--- src/common/wdt_map.svh ---
`ifndef WDT_MAP_SVH
`define WDT_MAP_SVH

// ----------------------------------------
// Register location
// ----------------------------------------
`define WDT_MODE_BANK 4'hF
`define WDT_MODE_ADDR 8'h0F

// ----------------------------------------
// Mode register field positions
// ----------------------------------------
`define WDT_TAP_LSB 0
`define WDT_TAP_MSB 1
`define WDT_HALT_BIT 2
`define WDT_STOP_BIT 3

// ----------------------------------------
// Reset, read and flag values
// ----------------------------------------
`define WDT_TAP_RST 2'h0
`define WDT_HALT_RST 1'b1
`define WDT_STOP_RST 1'b0
`define WDT_READ_VAL 8'hFF
`define WDT_FLAGS_VAL 3'h0

// ----------------------------------------
// Timing
// ----------------------------------------
`define WDT_TO0_US 5000
`define WDT_TO1_US 10000
`define WDT_TO2_US 20000
`define WDT_TO3_US 80000
`define WDT_RC_KHZ 100
`define WDT_WIN_CRYSTAL_CLOCK 120
`define WDT_SHORT_CLKS 18
`define WDT_POR_TICKS 64

`endif

--- src/common/wdt_pkg.sv ---
package wdt_pkg;

	// Write window of the mode register
	typedef enum logic [1:0] {
		WIN_WAIT,
		WIN_OPEN,
		WIN_LOCKED
	} win_e;

	// Timeout tap select
	typedef logic [1:0] tap_t;

endpackage

--- src/common/wdt_if.sv ---
`timescale 1ns/1ns
// Link between the control side and the timeout counter
interface wdt_if #(parameter int CW = 16);
	logic tick;
	logic kick;
	logic run;
	logic [CW-1:0] limit;
	logic expire;
	logic armed;

	modport ctl (output tick, output kick, output run, output limit, input expire, input armed);
	modport cnt (input tick, input kick, input run, input limit, output expire, output armed);
endinterface

--- src/core/wdt_counter.sv ---
`timescale 1ns/1ns
module wdt_counter #(
	parameter int CW = 16
) (
	// Clock and reset
	input wire logic clk,
	input wire logic rst,
	// Control side
	wdt_if.cnt wd
);

	// ----------------------------------------
	// State
	// ----------------------------------------
	typedef struct packed {
		logic armed; // Started by the first kick
		logic [CW-1:0] cnt; // Oscillator ticks since last kick
		logic expire; // One-cycle terminal count pulse
	} cnt_s;

	cnt_s s;
	cnt_s next_s;

	// Count on oscillator ticks, restart on kick
	always_comb begin
		next_s = s;
		next_s.expire = 1'b0;
		if (wd.kick) begin
			next_s.armed = 1'b1;
			next_s.cnt = '0;
		end else if (s.armed && wd.run && wd.tick) begin
			// Compare with >= so a lowered limit still ends the period
			if (s.cnt >= wd.limit - CW'(1)) begin
				next_s.expire = 1'b1;
				next_s.armed = 1'b0;
				next_s.cnt = '0;
			end else begin
				next_s.cnt = s.cnt + CW'(1);
			end
		end
	end

	// State register
	always_ff @(posedge clk) begin
		if (rst) begin
			s <= '0;
		end else begin
			s <= next_s;
		end
	end

	assign wd.expire = s.expire;
	assign wd.armed = s.armed;
endmodule

--- src/core/wdt_top.sv ---
// Functional notes
// - Unrefreshed terminal count resets the core
// - Idle after reset until first kick
// - Each later kick restarts the period
// - Counter runs from the RC oscillator
// - Power-on timer also uses RC oscillator
// - Kick updates zero, sign, overflow flags
// - Bits 1:0 pick 5/10/20/80 ms
// - Bit 2 keeps counting in halt, default one
// - Bit 3 keeps counting in stop
// - Bits 7:4 reserved, no effect
// - Writes accepted for first 120 crystal clocks
// - Then locked until reset or stop recovery
// - Mode register is write only
// - Mode register at bank F, 0Fh
// - Clear-input rising edges start both timers
`timescale 1ns/1ns
`include "wdt_map.svh"
module wdt_top import wdt_pkg::*; #(
	parameter int RC_KHZ = `WDT_RC_KHZ,
	parameter int TICKS0 = (`WDT_TO0_US * RC_KHZ + 999) / 1000,
	parameter int TICKS1 = (`WDT_TO1_US * RC_KHZ + 999) / 1000,
	parameter int TICKS2 = (`WDT_TO2_US * RC_KHZ + 999) / 1000,
	parameter int TICKS3 = (`WDT_TO3_US * RC_KHZ + 999) / 1000,
	parameter int POR_TICKS = `WDT_POR_TICKS,
	parameter int CW = 16
) (
	// Clock and reset
	input wire logic clk,
	input wire logic rst,
	// Oscillator and clear pins
	input wire logic rc_osc_in,
	input wire logic por_timer_clear_in,
	input wire logic short_reset_timer_clear_in,
	// Core status
	input wire logic first_instr,
	input wire logic watchdog_kick_instruction,
	input wire logic halt_mode,
	input wire logic stop_mode,
	input wire logic stop_recover,
	// Register port
	input wire logic [3:0] reg_bank,
	input wire logic [7:0] reg_addr,
	input wire logic reg_wr,
	input wire logic reg_rd,
	input wire logic [7:0] reg_wdata,
	output logic [7:0] reg_rdata,
	// Results
	output logic cpu_reset,
	output logic flags_we,
	output logic [2:0] flags_zsv,
	output logic wdt_armed,
	output logic por_busy,
	output logic short_reset_busy
);

	localparam int PW = $clog2(POR_TICKS + 1);
	localparam int WW = $clog2(`WDT_WIN_CRYSTAL_CLOCK + 1);
	localparam int SW = $clog2(`WDT_SHORT_CLKS + 1);

	// ----------------------------------------
	// State
	// ----------------------------------------
	typedef struct packed {
		logic rc1; // Oscillator synchroniser, first stage
		logic rc2; // Second stage
		logic rc3; // Edge history
		logic p1; // Power-on clear synchroniser
		logic p2;
		logic p3;
		logic q1; // Short reset clear synchroniser
		logic q2;
		logic q3;
		tap_t tap; // Timeout select
		logic halt_en; // Count during halt
		logic stop_en; // Count during stop
		win_e win; // Write window phase
		logic [WW-1:0] win_cnt; // Crystal clocks into the window
		logic fire; // Core reset pulse
		logic flags_we; // Flag update strobe
		logic [2:0] flags; // Flag values
		logic [7:0] rdata; // Read data
		logic [PW-1:0] por_cnt; // Power-on timer
		logic por_busy;
		logic [SW-1:0] sh_cnt; // Short reset timer
		logic sh_busy;
	} top_s;

	top_s s;
	top_s next_s;
	logic rc_tick;
	logic mode_wr;
	logic mode_rd;

	wdt_if #(.CW(CW)) wd ();

	// ----------------------------------------
	// Decoding
	// ----------------------------------------
	// True when the port points at the mode register
	function automatic logic mode_hit(input logic [3:0] bank, input logic [7:0] addr);
		return bank == `WDT_MODE_BANK && addr == `WDT_MODE_ADDR;
	endfunction

	// Terminal count for each tap
	function automatic logic [CW-1:0] tap_limit(input tap_t tap);
		case (tap)
			2'h0: return CW'(TICKS0);
			2'h1: return CW'(TICKS1);
			2'h2: return CW'(TICKS2);
			default: return CW'(TICKS3);
		endcase
	endfunction

	assign mode_wr = reg_wr && mode_hit(reg_bank, reg_addr);
	assign mode_rd = reg_rd && mode_hit(reg_bank, reg_addr);
	assign rc_tick = s.rc2 && !s.rc3;

	// ----------------------------------------
	// Next state
	// ----------------------------------------
	always_comb begin
		next_s = s;
		// Pins pass two flops before any logic sees them
		next_s.rc1 = rc_osc_in;
		next_s.rc2 = s.rc1;
		next_s.rc3 = s.rc2;
		next_s.p1 = por_timer_clear_in;
		next_s.p2 = s.p1;
		next_s.p3 = s.p2;
		next_s.q1 = short_reset_timer_clear_in;
		next_s.q2 = s.q1;
		next_s.q3 = s.q2;
		next_s.fire = 1'b0;
		next_s.flags_we = 1'b0;

		// Window and mode register
		if (wd.expire) begin
			next_s.fire = 1'b1;
			next_s.tap = `WDT_TAP_RST;
			next_s.halt_en = `WDT_HALT_RST;
			next_s.stop_en = `WDT_STOP_RST;
			next_s.win = WIN_WAIT;
		end else if (stop_recover) begin
			// Recovery reopens the window but keeps the settings
			next_s.win = WIN_WAIT;
		end else begin
			case (s.win)
				WIN_WAIT: begin
					if (first_instr) begin
						next_s.win = WIN_OPEN;
						next_s.win_cnt = '0;
					end
				end
				WIN_OPEN: begin
					if (mode_wr) begin
						next_s.tap = reg_wdata[`WDT_TAP_MSB:`WDT_TAP_LSB];
						next_s.halt_en = reg_wdata[`WDT_HALT_BIT];
						next_s.stop_en = reg_wdata[`WDT_STOP_BIT];
						// Upper bits are dropped here
					end
					if (s.win_cnt == WW'(`WDT_WIN_CRYSTAL_CLOCK - 1)) begin
						next_s.win = WIN_LOCKED;
					end else begin
						next_s.win_cnt = s.win_cnt + WW'(1);
					end
				end
				WIN_LOCKED: begin
					// Writes have no path here
				end
				default: begin
					next_s.win = WIN_WAIT;
				end
			endcase
		end

		// Flag update from the kick instruction
		if (watchdog_kick_instruction) begin
			next_s.flags_we = 1'b1;
			next_s.flags = `WDT_FLAGS_VAL;
		end

		// Reads never reveal the mode setting
		next_s.rdata = mode_rd ? `WDT_READ_VAL : 8'h00;

		// Power-on timer on oscillator ticks
		if (s.p2 && !s.p3) begin
			next_s.por_cnt = PW'(POR_TICKS);
		end else if (rc_tick && s.por_cnt != '0) begin
			next_s.por_cnt = s.por_cnt - PW'(1);
		end
		next_s.por_busy = next_s.por_cnt != '0;

		// Short reset timer on crystal clocks
		if (s.q2 && !s.q3) begin
			next_s.sh_cnt = SW'(`WDT_SHORT_CLKS);
		end else if (s.sh_cnt != '0) begin
			next_s.sh_cnt = s.sh_cnt - SW'(1);
		end
		next_s.sh_busy = next_s.sh_cnt != '0;
	end

	// State register
	always_ff @(posedge clk) begin
		if (rst) begin
			s <= '0;
			s.tap <= `WDT_TAP_RST;
			s.halt_en <= `WDT_HALT_RST;
			s.stop_en <= `WDT_STOP_RST;
			s.win <= WIN_WAIT;
		end else begin
			s <= next_s;
		end
	end

	// ----------------------------------------
	// Counter and outputs
	// ----------------------------------------
	assign wd.tick = rc_tick;
	assign wd.kick = watchdog_kick_instruction;
	assign wd.limit = tap_limit(s.tap);
	// Halt and stop gate the count only when the setting says so
	assign wd.run = (!halt_mode || s.halt_en) && (!stop_mode || s.stop_en);

	wdt_counter #(.CW(CW)) u_counter (
		.clk(clk),
		.rst(rst),
		.wd(wd)
	);

	assign cpu_reset = s.fire;
	assign flags_we = s.flags_we;
	assign flags_zsv = s.flags;
	assign wdt_armed = wd.armed;
	assign reg_rdata = s.rdata;
	assign por_busy = s.por_busy;
	assign short_reset_busy = s.sh_busy;
endmodule

--- config.mk ---
export PLATFORM = sky130hd
export DESIGN_NAME = wdt_top
export DESIGN_NICKNAME = d
export VERILOG_FILES = /design/src/common/wdt_pkg.sv /design/src/common/wdt_if.sv /design/src/core/wdt_counter.sv /design/src/core/wdt_top.sv
export VERILOG_INCLUDE_DIRS = /design/src /design/src/common
export SDC_FILE = /design/constraint.sdc
export NUM_CORES = 1
export LEC_CHECK = 0
export ABC_AREA = 1
export BUFFER_PORTS_ARGS = -buffer_cell sky130_fd_sc_hd__buf_2
export CORE_ASPECT_RATIO = 0.7
export CORE_MARGIN = 10
export CORE_UTILIZATION = 62
export CTS_CLUSTER_SIZE = 30
export DETAILED_ROUTE_END_ITERATION = 12
export GPL_TIMING_DRIVEN = 0
export PLACE_DENSITY = 0.9
export SYNTH_ARGS = -nofsm -noshare
export SYNTH_HDL_FRONTEND = slang
export SYNTH_HIERARCHICAL = 1
export SYNTH_SLANG_ARGS = --single-unit
--- constraint.sdc ---
create_clock -name clk -period 4.5 [get_ports clk]
set_input_delay 0 -clock clk [delete_from_list [all_inputs] [get_ports clk]]
set_output_delay 0 -clock clk [all_outputs]
set_load 0.03 [all_outputs]
==> impl_metrics.toml <==
[setup_path]
critPathMaxFanout = 5
cp-start-kind = "flip-flop"
cp.arrival_ps = 3080
cp-end-kind = "flip-flop"
critPathKind = "reg -> reg"
crit_required_ps = 4730

[synthesis]
synth_compound_area_share_pct = 6.42
synthXorXnorAreaFrac_pct = 6.17
synth_area_per_cell_um2 = 6.98
yosysMostFrequentCell = "nand2_1"
netlist_instances = 488
yosysSeqAreaShare_pct = 33.5
synthAdderAreaFrac_pct = 8.08
yosysWarnings = 6
ys.flop_type = "dfxtp_1"
synthSimpleGateAreaFrac_pct = 33.3
synthMuxAreaShare_pct = 0.294
yosysUniqueCellTypes = 36
synth_top_area_share_pct = 33.5
synth_top_family_by_area = "simple AND/OR/NAND/NOR gates"
netlist_area_mm2 = 0.00341
ys_seq_elements = 57
synthArstFlopShare_pct = 0
synth.largest_area_cell = "dfxtp_1"
synth_edf_count = 0
yosys-top-cells-count = "nand2_1, nor2_1, inv_1"
synth_area_leaders = "dfxtp_1, nand2_1, nor2_1"

[die]
fp-row-count = 22
die_h_um = 82.0
fp.coreArea_mm2 = 0.00529
io_pins = 48
die_w_um = 109
dieArea_mm2 = 0.00891
initial_utilization_pct = 64.5

[sta]
drv_slew = 0
layout_min_cycle_time_ps = 2860
max_freq_mhz = 350
fin_skew_ps = 13.0
hold_viol_final = 0
setup_viol = 0
fin_tns_setup_ps = 0
fin_crit_sh_pct = 63.4
rsz0062_at_grt = "false"

[run_status]
status = "finished, final reports clean"

[drt]
wirelength_um = 8580
viasPerCell = 5.21
ant_nets = 0
num_vias = 3362
drt_iter0_markers = 254
drt-wirelength-per-cell_um = 13.3
first_pass_iters = 5
drc_errors = 0

[clocking]
cts-root-buf = "clkbuf_8"
cts_max_level = 3
clock_latency_ps = 340
cts_buffers = 9
cts.reportedPaths.clkPinSlew_ps = 70
cts.path.max_buffers = 2
cts_tree = "yes"
clkSinkCount = 57

[pwr]
seqPwrFrac_pct = 41.4
p_int_mw = 0.941
pwr-share-comb_pct = 19.1
switchingPower_mw = 0.392
p_per_area_mw_per_mm2 = 324
p_clk_share_pct = 39.5
vdd_drop_max_mv = 0.311
switching_share_pct = 29.4
leakage_nw = 2.07

[layout]
drive_above_1_share_pct = 16.9
multi_input_area_mm2 = 0.00191
seq_area_mm2 = 0.00114
diodes = 0
nets = 622
utilization_pct = 78.0
area_growth_pct = 20.9
fill_cells = 361

[global_routing]
grt_max_degree = 12
grt_pass1_wl_um = 14800
grt_use_total_pct = 20.4
grt_pass1_vias = 3418
overflow = 0
antenna_found_initial = 0

[placed_design]
dpl.hpwl_um = 5930
gp_congestion = 0.864
placement.io_buffers = 40

[worst_hold_path]
min_path_type = "in -> reg"

[flow_run]
max-cap-violations = 0
[layout make-up]
type | instances | area share (%)
multi-input cells | 349 | 46.3
clock inverters | 7 | 2.31
repair buffers | 55 | 8.50
clock buffers | 9 | 3.01
well taps | 72 | 2.19
inverters | 78 | 7.11
plain buffers | 18 | 2.88
flip-flops and latches | 57 | 27.7
[worst paths after layout]
check | from | endpoint | slack, ps | cells after the start
min reg2reg | next_s[47]$_SDFF_PP0_ | next_s[46]$_SDFF_PP0_ | 410 | 2
max | s[39]$_SDFFE_PP0P_ | u_counter/wd.armed$_SDFFE_PP0P_ | 1640 | 19
min | reg_addr[4] | reg_rdata[6]$_SDFF_PP0_ | 90 | 5
max reg2reg | s[39]$_SDFFE_PP0P_ | u_counter/wd.armed$_SDFFE_PP0P_ | 1640 | 19
[flip-flops by register name, indices dropped and copies added (netlist names)]
name,flops
por_busy,1
reg_rdata,1
flags_we,1
u_counter/wd.expire,1
u_counter/s,16
cpu_reset,1
short_reset_busy,1
next_s,6
s,28
u_counter/wd.armed,1
[logic make-up after synthesis]
kind of cell	after synthesis
compound gates	41
xor+xnor	24
fa+ha+maj	22
buf+inv	96
flops	57
mux	1
other cells	2
simple gates	245
[cell usage in the layout, fill, tap and decap left out, types with 3 or more instances in the layout]
| cell | netlist | final |
|---|---|---|
| nand2_1 | 84 | 84 |
| nor2_1 | 77 | 77 |
| inv_1 | 76 | 76 |
| dfxtp_1 | 57 | 57 |
| buf_2 | 2 | 42 |
| nand3_1 | 32 | 32 |
| a21oi_1 | 26 | 26 |
| ha_1 | 22 | 22 |
| xor2_1 | 17 | 17 |
| conb_1 | 2 | 16 |
| dlygate4sd3_1 | 0 | 15 |
| nand4_1 | 13 | 13 |
| nor3_1 | 11 | 11 |
| buf_4 | 11 | 11 |
| clkbuf_8 | 0 | 9 |
| o21ai_0 | 8 | 8 |
| xnor2_1 | 7 | 7 |
| nand2_2 | 6 | 6 |
| nor2_4 | 5 | 5 |
| nor2_2 | 4 | 4 |
| nand3_2 | 3 | 3 |
[power by group through the flow]
stage	sequential (mW)	combinational [mW]	clock, mW
global route	0.554	0.286	0.558
detailed placement	0.561	0.231	0
finish	0.552	0.255	0.527
global placement	0.559	0.222	0
CTS	0.550	0.243	0.530
floorplan	0.571	0.166	0
[metal layers]
layer | track usage [%] | wire, µm | vias to the layer above
li1 | - | - | 1684
met1 | 21.9 | 3490 | 1510
met2 | 37.3 | 4240 | 149
met3 | 6.88 | 713 | 19
met4 | 7.09 | 141 | 0
met5 | 0 | 0 | -
[worst max-delay path, stage by stage, from the launching register on]
cell and delay [ps]:
dfxtp_1 340, nor2_1 320, nor2_1 80, nand2_1 120
nor3_1 70, xor2_1 140, inv_1 70, ha_1 270
nand2_1 50, inv_1 70, nand2_1 70, nor2_1 120
nor2_1 50, nand2_1 100, nand2_1 60, nand2_1 90
nand2_2 80, nand2_1 70, a21oi_1 50, dlygate4sd3_1 540
[repair_timing]
action | in CTS | in global routing
hold buffers | 15 | 0
buffers inserted | 0 | 0
gates resized for setup | 0 | 0
hold endpoints to repair | 13 | 0
[metrics by stage]
step | worst slack, ps | cell area, µm² | std cells | total power [mW] | hold WS, ps
2_1_floorplan | 2390 | 3460 | 502 | 0.737 | 69.1
3_3_place_gp | 2080 | 3750 | 614 | 0.782 | 201
3_5_place_dp | 2000 | 3750 | 614 | 0.792 | 206
4_1_cts | 1630 | 4120 | 645 | 1.32 | 77.5
5_1_grt | 1360 | 4120 | 645 | 1.40 | 110
6_report | 1640 | 4120 | 645 | 1.33 | 91.6
Power figures use the tool's default switching activity.
